--- src/pkg/adc_regs_pkg.sv ---
// Summary of operation
// - One of six external inputs or the amplified current-sense input is routed to the converter by a 3-bit channel select.
// - A conversion yields 10 bits: bits 7..0 in the low result byte, bits 9..8 in bits 1..0 of the high result byte.
// - Bits 7..2 of the high result byte are not implemented and read zero.
// - Both result bytes are read-only and writes to them do nothing; their value before the first conversion is undefined.
// - Once a conversion completes the result bytes hold the value with no further access sequence needed.
// - Each result is compared with an upper and a lower limit and the converter interrupt is raised when the selected condition holds.
// - A PWM-triggered start is held off by the count in the delay register.
// - Software starts a conversion with start bit low, high, low; while high the converter is held reset and busy reads one.
// - The busy flag reads one during a conversion and zero once it has ended, and software cannot write it; here a PWM-triggered start does not set it.
// - Channel codes 000 to 101 pick external inputs 0 to 5, 110 picks the amplifier, 111 is undefined.
package adc_regs_pkg;
  localparam logic [11:0] OFF_RES_LO   = 12'h000;
  localparam logic [11:0] OFF_RES_HI   = 12'h004;
  localparam logic [11:0] OFF_CTRL0    = 12'h008;
  localparam logic [11:0] OFF_CTRL1    = 12'h00C;
  localparam logic [11:0] OFF_CTRL2    = 12'h010;
  localparam logic [11:0] OFF_DELAY    = 12'h014;
  localparam logic [11:0] OFF_LB_LO    = 12'h018;
  localparam logic [11:0] OFF_LB_HI    = 12'h01C;
  localparam logic [11:0] OFF_UB_LO    = 12'h020;
  localparam logic [11:0] OFF_UB_HI    = 12'h024;
  localparam logic [11:0] OFF_IRQ_STAT = 12'h028;
  localparam logic [11:0] OFF_IRQ_EN   = 12'h02C;
  localparam logic [11:0] OFF_IRQ_CLR  = 12'h030;
  // control 0 fields
  localparam int CTRL0_START_BIT = 7;
  localparam int CTRL0_BUSY_BIT  = 6;
  localparam int CTRL0_OFF_BIT   = 5;
  // control 1 fields
  localparam int CTRL1_TRIG_SEL  = 7;
  localparam int CTRL1_DLY_EN    = 6;
  localparam int CTRL1_HI_EN     = 4;
  localparam int CTRL1_LO_EN     = 3;
  // interrupt status bits
  localparam int IRQ_DONE_BIT    = 0;
  localparam int IRQ_BOUND_BIT   = 1;
  localparam logic [7:0] CTRL0_RESET = 8'h60;
  localparam logic [7:0] CTRL1_RESET = 8'h00;
  localparam logic [2:0] CHAN_AMP    = 3'h6;
  // cycles the modelled core takes per conversion, in converter clock ticks
  localparam logic [3:0] CONV_TICKS  = 4'hC;
  typedef enum logic [1:0] {ST_IDLE, ST_HOLD, ST_DELAY, ST_CONV} conv_state_t;
endpackage : adc_regs_pkg

--- src/hdl/adc_clk_div.sv ---
`timescale 1ns/1ns
module adc_clk_div
  import adc_regs_pkg::*;
(
  input  wire logic       pclk,     // system clock
  input  wire logic       presetn,  // async reset, active low
  input  wire logic [2:0] div_sel,  // 0 = every cycle .. 6 = every 64th
  output logic            tick      // one-cycle converter clock enable
);
  logic [5:0] cnt_ff;
  logic [5:0] mask;

  // code 111 is undefined; treated as the slowest rate
  assign mask = (div_sel >= 3'h6) ? 6'h3F : 6'((7'h01 << div_sel) - 7'h01);
  assign tick = ((cnt_ff & mask) == 6'h00);

  always_ff @(posedge pclk or negedge presetn) begin
    if (!presetn) begin
      cnt_ff <= 6'h00;
    end else begin
      cnt_ff <= cnt_ff + 6'h01;
    end
  end
endmodule : adc_clk_div

--- src/hdl/adc_result_and_control_regs.sv ---
// Chosen here: the APB slave port and the register offsets.
`timescale 1ns/1ns
module adc_result_and_control_regs
  import adc_regs_pkg::*;
(
  input  wire logic        pclk,         // system clock, 10 MHz
  input  wire logic        presetn,      // async reset, active low
  input  wire logic        psel,         // apb select
  input  wire logic        penable,      // apb access phase
  input  wire logic        pwrite,       // apb direction
  input  wire logic [11:0] paddr,        // apb byte address
  input  wire logic [31:0] pwdata,       // apb write data
  output logic      [31:0] prdata,       // apb read data
  output logic             pready,       // apb ready
  output logic             pslverr,      // apb error, unmapped address
  input  wire logic        pwm_trigger,  // pwm start request, same clock, pulse
  input  wire logic [9:0]  core_data,    // converter core result
  output logic      [2:0]  channel_select,       // analog mux select
  output logic             converter_power_off,  // core power down
  output logic             core_reset,           // core held reset
  output logic             conv_start,           // core start pulse
  output logic             irq                   // level interrupt
);
  logic [7:0] ctrl0_ff;
  logic [7:0] ctrl1_ff;
  logic [1:0] ctrl2_ff;
  logic [7:0] delay_ff;
  logic [9:0] lbound_ff;
  logic [9:0] ubound_ff;
  logic [9:0] result_ff;
  logic [1:0] stat_ff;
  logic [1:0] irq_en_ff;
  logic [7:0] dcnt_ff;
  logic [3:0] tcnt_ff;
  logic       busy_ff;
  logic       start_q_ff;
  logic       conv_q_ff;
  logic       done_pulse;
  logic       bound_hit;
  logic [9:0] res_nxt;
  logic       tick;
  logic       wr_en;
  logic       rd_ok;
  logic       sw_fire;
  logic       hw_fire;
  logic [31:0] nxt_prdata;
  conv_state_t state_ff;

  assign wr_en   = psel && penable && pwrite;
  assign pready  = 1'b1;
  assign channel_select      = ctrl0_ff[2:0];
  assign converter_power_off = ctrl0_ff[CTRL0_OFF_BIT];
  assign core_reset          = ctrl0_ff[CTRL0_START_BIT];
  assign conv_start          = (state_ff == ST_CONV) && !conv_q_ff;
  assign irq = |(stat_ff & irq_en_ff);

  adc_clk_div u_div (
    .pclk    (pclk),
    .presetn (presetn),
    .div_sel (ctrl1_ff[2:0]),
    .tick    (tick)
  );

  always_comb begin
    rd_ok = 1'b1;
    nxt_prdata = 32'h0000_0000;
    case (paddr)
      OFF_RES_LO:   nxt_prdata = {24'h0, result_ff[7:0]};
      OFF_RES_HI:   nxt_prdata = {30'h0, result_ff[9:8]};
      // busy shows the held start bit at once, before busy_ff catches up
      OFF_CTRL0:    nxt_prdata = {24'h0, ctrl0_ff[7], busy_ff | ctrl0_ff[7],
                                  ctrl0_ff[5], 2'b00, ctrl0_ff[2:0]};
      OFF_CTRL1:    nxt_prdata = {24'h0, ctrl1_ff};
      OFF_CTRL2:    nxt_prdata = {30'h0, ctrl2_ff};
      OFF_DELAY:    nxt_prdata = {24'h0, delay_ff};
      OFF_LB_LO:    nxt_prdata = {24'h0, lbound_ff[7:0]};
      OFF_LB_HI:    nxt_prdata = {30'h0, lbound_ff[9:8]};
      OFF_UB_LO:    nxt_prdata = {24'h0, ubound_ff[7:0]};
      OFF_UB_HI:    nxt_prdata = {30'h0, ubound_ff[9:8]};
      OFF_IRQ_STAT: nxt_prdata = {30'h0, stat_ff};
      OFF_IRQ_EN:   nxt_prdata = {30'h0, irq_en_ff};
      OFF_IRQ_CLR:  nxt_prdata = 32'h0000_0000;
      default:      rd_ok = 1'b0;
    endcase
  end

  assign prdata  = nxt_prdata;
  assign pslverr = psel && penable && !rd_ok;

  // writes to the result bytes decode but are dropped
  always_ff @(posedge pclk or negedge presetn) begin
    if (!presetn) begin
      ctrl0_ff  <= CTRL0_RESET;
      ctrl1_ff  <= CTRL1_RESET;
      ctrl2_ff  <= 2'h0;
      delay_ff  <= 8'h00;
      lbound_ff <= 10'h000;
      ubound_ff <= 10'h000;
      irq_en_ff <= 2'h0;
    end else if (wr_en) begin
      case (paddr)
        OFF_CTRL0: ctrl0_ff  <= {pwdata[7], 1'b0, pwdata[5], 2'b00, pwdata[2:0]};
        OFF_CTRL1: ctrl1_ff  <= pwdata[7:0];
        OFF_CTRL2: ctrl2_ff  <= pwdata[1:0];
        OFF_DELAY: delay_ff  <= pwdata[7:0];
        OFF_LB_LO: lbound_ff[7:0] <= pwdata[7:0];
        OFF_LB_HI: lbound_ff[9:8] <= pwdata[1:0];
        OFF_UB_LO: ubound_ff[7:0] <= pwdata[7:0];
        OFF_UB_HI: ubound_ff[9:8] <= pwdata[1:0];
        OFF_IRQ_EN: irq_en_ff <= pwdata[1:0];
        default: ;
      endcase
    end
  end

  always_ff @(posedge pclk or negedge presetn) begin
    if (!presetn) begin
      start_q_ff <= 1'b0;
    end else begin
      start_q_ff <= ctrl0_ff[CTRL0_START_BIT];
    end
  end

  // software start fires on the falling edge of the start bit
  assign sw_fire = start_q_ff && !ctrl0_ff[CTRL0_START_BIT] &&
                   !ctrl1_ff[CTRL1_TRIG_SEL];
  assign hw_fire = pwm_trigger && ctrl1_ff[CTRL1_TRIG_SEL];

  // conversion sequencer; the analog core is modelled by a tick count
  always_ff @(posedge pclk or negedge presetn) begin
    if (!presetn) begin
      state_ff <= ST_IDLE;
      dcnt_ff  <= 8'h00;
      tcnt_ff  <= 4'h0;
    end else if (ctrl0_ff[CTRL0_START_BIT] || ctrl0_ff[CTRL0_OFF_BIT]) begin
      state_ff <= ST_HOLD;
      tcnt_ff  <= 4'h0;
    end else begin
      case (state_ff)
        ST_IDLE, ST_HOLD: begin
          if (sw_fire) begin
            state_ff <= ST_CONV;
            tcnt_ff  <= CONV_TICKS;
          end else if (hw_fire) begin
            if (ctrl1_ff[CTRL1_DLY_EN] && delay_ff != 8'h00) begin
              state_ff <= ST_DELAY;
              dcnt_ff  <= delay_ff;
            end else begin
              state_ff <= ST_CONV;
              tcnt_ff  <= CONV_TICKS;
            end
          end
        end
        ST_DELAY: begin
          if (dcnt_ff == 8'h01) begin
            state_ff <= ST_CONV;
            tcnt_ff  <= CONV_TICKS;
          end
          dcnt_ff <= dcnt_ff - 8'h01;
        end
        ST_CONV: begin
          if (tick) begin
            if (tcnt_ff == 4'h1) begin
              state_ff <= ST_IDLE;
            end
            tcnt_ff <= tcnt_ff - 4'h1;
          end
        end
        default: state_ff <= ST_IDLE;
      endcase
    end
  end

  // marks the first cycle of each conversion for the core start strobe
  always_ff @(posedge pclk or negedge presetn) begin
    if (!presetn) begin
      conv_q_ff <= 1'b0;
    end else begin
      conv_q_ff <= (state_ff == ST_CONV);
    end
  end

  assign done_pulse = (state_ff == ST_CONV) && tick && (tcnt_ff == 4'h1) &&
                      !ctrl0_ff[CTRL0_START_BIT] && !ctrl0_ff[CTRL0_OFF_BIT];

  // busy is one from reset, while held, and during a software-started conversion
  always_ff @(posedge pclk or negedge presetn) begin
    if (!presetn) begin
      busy_ff <= 1'b1;
    end else if (ctrl0_ff[CTRL0_START_BIT]) begin
      busy_ff <= 1'b1;
    end else if (done_pulse) begin
      busy_ff <= 1'b0;
    end
  end

  assign res_nxt = core_data;

  // result not cleared at reset since it is undefined until first conversion
  always_ff @(posedge pclk) begin
    if (done_pulse) begin
      result_ff <= res_nxt;
    end
  end

  always_comb begin
    case ({ctrl1_ff[CTRL1_HI_EN], ctrl1_ff[CTRL1_LO_EN]})
      2'b00:   bound_hit = (res_nxt > lbound_ff) && (res_nxt < ubound_ff);
      2'b01:   bound_hit = (res_nxt <= lbound_ff);
      2'b10:   bound_hit = (res_nxt >= ubound_ff);
      default: bound_hit = (res_nxt <= lbound_ff) || (res_nxt >= ubound_ff);
    endcase
  end

  // set wins over a clear in the same cycle
  always_ff @(posedge pclk or negedge presetn) begin
    if (!presetn) begin
      stat_ff <= 2'h0;
    end else begin
      stat_ff <= (stat_ff & ~((wr_en && paddr == OFF_IRQ_CLR) ? pwdata[1:0] : 2'h0)) |
                 {done_pulse && bound_hit, done_pulse};
    end
  end

  a_busy_during_hold: assert property (@(posedge pclk) disable iff (!presetn)
    $past(ctrl0_ff[CTRL0_START_BIT]) |-> busy_ff)
    else $error("busy low while start bit held");

  a_done_clears_busy: assert property (@(posedge pclk) disable iff (!presetn)
    done_pulse |=> !busy_ff)
    else $error("busy still set after conversion end");

  a_result_loaded: assert property (@(posedge pclk) disable iff (!presetn)
    done_pulse |=> result_ff == $past(core_data))
    else $error("result not loaded at conversion end");

  a_hi_byte_zero: assert property (@(posedge pclk) disable iff (!presetn)
    (psel && paddr == OFF_RES_HI) |-> prdata[31:2] == 30'h0)
    else $error("high result byte upper bits not zero");

  a_bound_irq_set: assert property (@(posedge pclk) disable iff (!presetn)
    (done_pulse && bound_hit) |=> stat_ff[IRQ_BOUND_BIT])
    else $error("boundary status not set");

  a_delay_holds: assert property (@(posedge pclk) disable iff (!presetn)
    (state_ff == ST_IDLE && hw_fire && ctrl1_ff[CTRL1_DLY_EN] && delay_ff != 8'h00 &&
     !ctrl0_ff[CTRL0_START_BIT] && !ctrl0_ff[CTRL0_OFF_BIT] && !wr_en)
    |=> state_ff == ST_DELAY)
    else $error("delayed start did not wait");

  a_channel_route: assert property (@(posedge pclk) disable iff (!presetn)
    (wr_en && paddr == OFF_CTRL0) |=> channel_select == $past(pwdata[2:0]))
    else $error("channel select not routed");

  a_bound_assemble: assert property (@(posedge pclk) disable iff (!presetn)
    (wr_en && paddr == OFF_UB_HI) |=> ubound_ff[9:8] == $past(pwdata[1:0]))
    else $error("upper bound high bits not stored");

  a_irq_clear_all: assert property (@(posedge pclk) disable iff (!presetn)
    (wr_en && paddr == OFF_IRQ_CLR && pwdata[1:0] == 2'h3 && !done_pulse) |=> !irq)
    else $error("interrupt still high after full clear");
endmodule : adc_result_and_control_regs

--- config.mk ---
export PLATFORM = sky130hd
export DESIGN_NAME = adc_result_and_control_regs
export DESIGN_NICKNAME = d
export VERILOG_FILES = /design/src/pkg/adc_regs_pkg.sv /design/src/hdl/adc_clk_div.sv /design/src/hdl/adc_result_and_control_regs.sv
export SDC_FILE = /design/constraint.sdc
export NUM_CORES = 1
export LEC_CHECK = 0
export CAP_MARGIN = 20
export CORE_ASPECT_RATIO = 0.5
export CORE_UTILIZATION = 41
export CTS_CLUSTER_SIZE = 10
export DETAILED_ROUTE_END_ITERATION = 16
export DONT_BUFFER_PORTS = 1
export MAX_ROUTING_LAYER = met4
export PLACE_DENSITY = 0.52
export SLEW_MARGIN = 30
export SYNTH_ARGS = -nofsm -noshare
export SYNTH_HDL_FRONTEND = slang
export SYNTH_SLANG_ARGS = --single-unit
export TNS_END_PERCENT = 50
--- constraint.sdc ---
create_clock -name pclk -period 2.4 [get_ports pclk]
set_input_delay 0.24 -clock pclk [delete_from_list [all_inputs] [get_ports pclk]]
set_output_delay 0.24 -clock pclk [all_outputs]
set_load 0.02 [all_outputs]
# Yosys cells after proc, flatten, opt, wreduce, memory -nomap -nowiden

Cells that the tools add are included.

Flip-flop bits (word level): 81
Output and inout bits: 41

$add $sub $neg: 4
Magnitude comparators: 5
Equality and inequality tests: 27
Shift-type cells: 1
Multiplexer cells: 26
Bitwise gates (word level): 7
Reduce and logical (&&, ||, !) cells: 44

Operators by type and width:

| kind                                                                    | number |
|---|---|
| 8-bit one-hot mux with 12 select lines                                  | 1 |
| 12-bit by 6-bit equality test with 1-bit output (second input constant) | 5 |
| 12-bit by 5-bit equality test with 1-bit output (second input constant) | 4 |
| 12-bit by 4-bit equality test with 1-bit output (second input constant) | 2 |
| 4-bit two-way mux                                                       | 6 |
| 8-bit two-way mux                                                       | 3 |
| 2-bit AND reduction                                                     | 9 |
| 8-bit one-hot mux with 2 select lines                                   | 1 |
| 1-bit logical AND                                                       | 15 |
| 2-bit two-way mux                                                       | 7 |
| 13-bit OR reduction                                                     | 1 |
| 12-bit by 3-bit equality test with 1-bit output (second input constant) | 1 |
| 12-bit logical NOT                                                      | 1 |
| 4-bit one-hot mux with 3 select lines                                   | 1 |
| 10-bit greater-or-equal comparator                                      | 1 |
| 10-bit > comparator                                                     | 1 |
| 10-bit <= comparator                                                    | 1 |
| 10-bit less-than comparator                                             | 1 |
| 8-bit by 1-bit equality test with 1-bit output (second input constant)  | 1 |
| 4-bit != test (second input constant)                                   | 2 |
| 4-bit AND reduction                                                     | 2 |
| 8-bit nonzero test                                                      | 1 |
| 8-bit by 1-bit subtractor with 8-bit output (second input constant)     | 1 |
| 6-bit by 1-bit adder with 6-bit output (second input constant)          | 1 |
| other kinds (28)                                                        | 45 |

# Depth between registers and ports, before layout

Depth after elaboration: 11
Mapped depth: 10
Mapped depth without buffers: 8

# Hierarchy

A second synthesis with hierarchy kept.

Cell total of the unflattened synthesis: 456
Area, all modules: 4,684.5 um^2

Modules (own cells, without submodules):

| module                      | instances | cells each | area an instance (um^2) | seq. area each (um^2) |
|---|---|---|---|---|
| adc_result_and_control_regs | 1         | 431        | 4,410.5                 | 1,904.3 |
| adc_clk_div                 | 1         | 25         | 274.0                   | 150.1 |

# Least setup slack after synthesis

No wires, ideal clock.

Path kind: reg-to-reg
Start: register u_div.cnt_ff[2]
End: register result_ff[0], enable pin
Arrival time: 1.786 ns
Required time: 2.019 ns
Setup slack: 0.234 ns
Cell stages (with the launch flop): 5
Buffers on the path: 0
Clock period less this slack: 2.166 ns
Cell sequence: dfrtp_1 > a221o_1 > a222oi_1 > nand3_1 > nor2_1

Longest elaborated chain between the ends: 6

RTL lines:

| what                           | line                               | RTL |
|---|---|---|
| from (decl)                    | adc_clk_div.sv:10                  | `logic [5:0] cnt_ff;` |
| from (signal assigned)         | adc_clk_div.sv:21                  | `cnt_ff <= cnt_ff + 6'h01;` |
| 6-bit bitwise AND              | adc_clk_div.sv:15                  | `assign tick = ((cnt_ff & mask) == 6'h00);` |
| 6-bit logical NOT              | adc_clk_div.sv:15                  |  |
| 1-bit logical AND (3 in a row) | adc_result_and_control_regs.sv:183 | `assign done_pulse = (state_ff == ST_CONV) && tick && (tcnt_ff == 4'h1) &&` |
| 1-bit logical AND              | adc_result_and_control_regs.sv:184 | `!ctrl0_ff[CTRL0_START_BIT] && !ctrl0_ff[CTRL0_OFF_BIT];` |
| net done_pulse                 | adc_result_and_control_regs.sv:38  | `logic done_pulse;` |
| to (signal assigned)           | adc_result_and_control_regs.sv:202 | `result_ff <= res_nxt;` |
| to (decl)                      | adc_result_and_control_regs.sv:30  | `logic [9:0] result_ff;` |

The timed path passes the listed nets, and every way through them passes these cells.
A chain may end at the register's enable or synchronous reset.

# Final worst setup path

Start: register ubound_ff[7]
End: register stat_ff[1]

Longest elaborated chain between the ends: 5
Elaborated cells on any way between the ends: 7
Those cells by class: 2 x order compare; 1 x mux; 1 x bitwise; 3 x reduce/logical

RTL lines:

| what                                                                                     | line                                                                                                       | RTL |
|---|---|---|
| from (decl)                                                                              | adc_result_and_control_regs.sv:29                                                                          | `logic [9:0] ubound_ff;` |
| from (signal assigned)                                                                   | adc_result_and_control_regs.sv:108                                                                         | `OFF_UB_LO: ubound_ff[7:0] <= pwdata[7:0];` |
| 10-bit greater-or-equal comparator / 10-bit less-than comparator (equally long branches) | adc_result_and_control_regs.sv:210, adc_result_and_control_regs.sv:211, adc_result_and_control_regs.sv:208 |  |
| 1-bit logical OR / 1-bit logical AND (equally long branches)                             | adc_result_and_control_regs.sv:211, adc_result_and_control_regs.sv:208                                     |  |
| 1-bit one-hot mux with 3 select lines (*)                                                | adc_result_and_control_regs.sv:207                                                                         | `case ({ctrl1_ff[CTRL1_HI_EN], ctrl1_ff[CTRL1_LO_EN]})` |
| 1-bit logical AND (*)                                                                    | adc_result_and_control_regs.sv:221                                                                         | `{done_pulse && bound_hit, done_pulse};` |
| 2-bit OR (*)                                                                             | adc_result_and_control_regs.sv:220                                                                         | `stat_ff <= (stat_ff & ~((wr_en && paddr == OFF_IRQ_CLR) ? pwdata[1:0] : 2'h0)) \|` |
| to (signal assigned)                                                                     | adc_result_and_control_regs.sv:220                                                                         |  |
| to (decl)                                                                                | adc_result_and_control_regs.sv:31                                                                          | `logic [1:0] stat_ff;` |

Every way passes the cells marked *; elsewhere a longest branch is shown, timed or not.

==> results.yml <==
worst_setup_path:
  start_kind: "flop"
  cp_cell_sequence: "inv_2 -> ha_4 -> a211oi_2 -> nor2_1 -> or4_1 -> or4b_1 -> o211ai_1 -> a22o_1"
  required_ns: 2.67
  cp_max_fo: 2
  critPathTopFamily: "simple AND/OR/NAND/NOR gates"
  cp.buffers_inverters: 1
  arrival_ns: 2.57
  worstSetupEndpointType: "flop"
  slowest_delay_ns: 0.48
  critical_path_class: "reg -> reg"
  crit_path_top_delay_cell: "or4b_1"
sta:
  report.final.slew_viol_count: 0
  finalSetupViolations: 0
  relSlewSlack: 0.570
  worst_pin_slew_ns: 0.628
  fin_worst_skew_ns: 0.00845
  rsz0062_at_grt: "true"
  timing.final.crit_period_ns: 2.30
  final.period_utilization: 0.959
  hold_violations: 0
  max_freq_mhz: 435
  tns_ns: 0
final_layout:
  antenna_cells: 0
  finalNetCount: 576
  area_growth_pct: 12.3
  drive_above_1_share: 0.149
synthesis:
  synth_cell_types: 53
  ys.flop_type: "dfrtp_1"
  postSynth.asyncResetShare: 0.875
  yosysSeqAreaShare: 0.443
  synth_edf_count: 10
  synth_seq_cells: 80
  postSynthCellCount: 472
  synth.avg_cell_area_um2: 9.82
  yosys_warnings: 0
  syn-cell-area_mm2: 0.00463
cts:
  clkSinkCount: 80
  cts-buffers-inserted: 9
  clockBufferDepth: 2
  cts-root-buf: "clkbuf_16"
  cts_tree: "built"
  clk_latency_ns: 0.33
  path_clk_slew_ns: 0.06
  cts_max_level: 3
global_routing:
  grt_pass1_wl_mm: 19.0
  first_global_vias: 3421
  track_usage: 0.222
  grt_util_met2: 0.315
  overflow: 0
  use_met1: 0.311
  antenna_found_initial: 0
  use_met3: 0.0582
  grt_start_max_net_pins: 71
  gr-max-usage-layer: "met2"
placed_design:
  io_buffers: 0
  gp_congestion: 0.825
  hpwl_mm: 8.49
die:
  num_io_pins: 101
  design.core.area_mm2: 0.0110
  die_width_um: 152
  core.rowCount: 27
  fp.dieArea_mm2: 0.0118
  initial_core_util: 0.421
  die_h_um: 77.2
drt:
  ant_nets: 0
  drc: 9
  drtIter0Drc: 257
  drt_wl_total_mm: 11.8
  vias: 3475
  routedWlPerCell_um: 18.4
  first_pass_iters: 11
  vias_per_cell: 5.42
power:
  peakVddDrop_mv: 0.376
  power_density_mw_per_mm2: 740
  leakage_nw: 2.37
  power_w: 0.00385
run:
  cap_violations: 0
min_path:
  hold_path_class: "in -> reg"
run_status:
  violations: "design-rule violations"
  status: "complete, but fails checks"
==> flip-flops by register name, indices dropped and copies added (netlist names), 4 cells and up <==
register,count
ctrl1_ff,8
tcnt_ff,4
u_div.cnt_ff,6
ctrl0_ff,5
lbound_ff,10
delay_ff,8
result_ff,10
ubound_ff,10
dcnt_ff,8
==> what timing repair did <==
action                     CTS  global route
buffers inserted             0             1
hold endpoints to repair    77             3
resized for setup            0             3
setup endpoints to repair    0             1
hold buffers                 9             3
==> metal layers <==
layer,vias to the layer above,wire (um)
li1,1683,-
met1,1681,5800
met2,107,5060
met3,4,897
met4,0,61
met5,-,0
==> layout by cell type, fill, tap and decap left out, types with 4 or more instances in the layout <==
master / n
conb_1: 25
and3_1: 7
clkbuf_1: 4
dfrtp_1: 68
nor2b_1: 4
clkbuf_16: 9
dlygate4sd3_1: 11
buf_4: 18
mux2i_1: 4
nor3_1: 14
a211oi_1: 5
edfxtp_1: 10
nand2_1: 45
nand4_1: 6
nand3_1: 10
a22o_1: 8
o21ai_0: 39
inv_1: 31
mux2_2: 30
nand2b_1: 5
a222oi_1: 7
ha_1: 24
a21oi_1: 20
nor2_1: 31
a22oi_1: 11
==> per-stage QoR <==
step	hold slack, ns	util	cell area (um^2)	worst slack [ns]	std cells
4_1_cts	0.00191	0.468	5160	0.0463	637
5_1_grt	0.0157	0.473	5210	-0.0119	641
6_report	0.0313	0.473	5210	0.0986	641
3_3_place_gp	-0.0528	0.431	4750	0.0937	612
2_1_floorplan	-0.0556	-	4720	0.234	495
3_5_place_dp	-0.0524	0.431	4750	0.0635	612
==> synthesized netlist by cell type, types with 3 or more instances <==
master | count | share of area
nand3_1 | 10 | 0.011
a22oi_1 | 11 | 0.018
nand2_1 | 45 | 0.036
a222oi_1 | 7 | 0.015
dfrtp_1 | 68 | 0.37
o21ai_0 | 40 | 0.043
nor4_1 | 3 | 0.0041
nor3_1 | 14 | 0.015
edfxtp_1 | 10 | 0.065
a32oi_1 | 3 | 0.0057
buf_2 | 6 | 0.0065
a22o_1 | 8 | 0.015
nand4_1 | 6 | 0.0081
a211oi_1 | 5 | 0.0081
a21oi_1 | 20 | 0.022
a21o_1 | 3 | 0.0049
mux2_2 | 30 | 0.073
nor2_1 | 31 | 0.025
mux2i_1 | 4 | 0.0086
nand2b_1 | 5 | 0.0067
clkbuf_1 | 10 | 0.0081
inv_1 | 32 | 0.026
nor2b_1 | 4 | 0.0054
a311oi_1 | 3 | 0.0057
buf_4 | 25 | 0.040
and3_1 | 7 | 0.0094
ha_1 | 25 | 0.067
==> power by group <==
| group | internal [W] | switching (W) |
|---|---|---|
| clock | 0.000865 | 0.000509 |
| sequential | 0.00151 | 0.000137 |
| combinational | 0.000358 | 0.000471 |
==> final timing paths <==
check | from | endpoint | slack (ns) | cells after the start
worst max-delay path | ubound_ff[7] | stat_ff[1] | 0.1 | 8
worst min register to register | u_div.cnt_ff[5] | u_div.cnt_ff[5] | 0.49 | 1
worst min-delay path | pwdata[4] | ubound_ff[4] | 0.03 | 2
max in group asynchronous | presetn | busy_ff | 1.61 | 2
min in group asynchronous | presetn | dcnt_ff[3] | 0.46 | 2
worst max register to register | ubound_ff[7] | stat_ff[1] | 0.1 | 8
==> cells by family after synthesis <==
family / count (synthesis) / share of synthesized area
AND/OR/NAND/NOR: 139 / 0.151
AO/OA/AOI/OAI: 110 / 0.156
flip-flops: 80 / 0.443
buffers and inverters: 77 / 0.0861
multiplexers: 35 / 0.0864
adder cells (fa/ha/maj): 25 / 0.0675
XOR/XNOR: 4 / 0.00756
other: 2 / 0.00162
==> layout make-up <==
class                      instances  area (um^2)
clock buffer                      15          268
clock inverter                     1         30.0
fill                            1051         5810
inverter                          32          120
multi-input combinational        338         2280
sequential                        80         2050
tap                              145          181
timing repair buffer              30          273
Power figures use the tool's default switching activity.
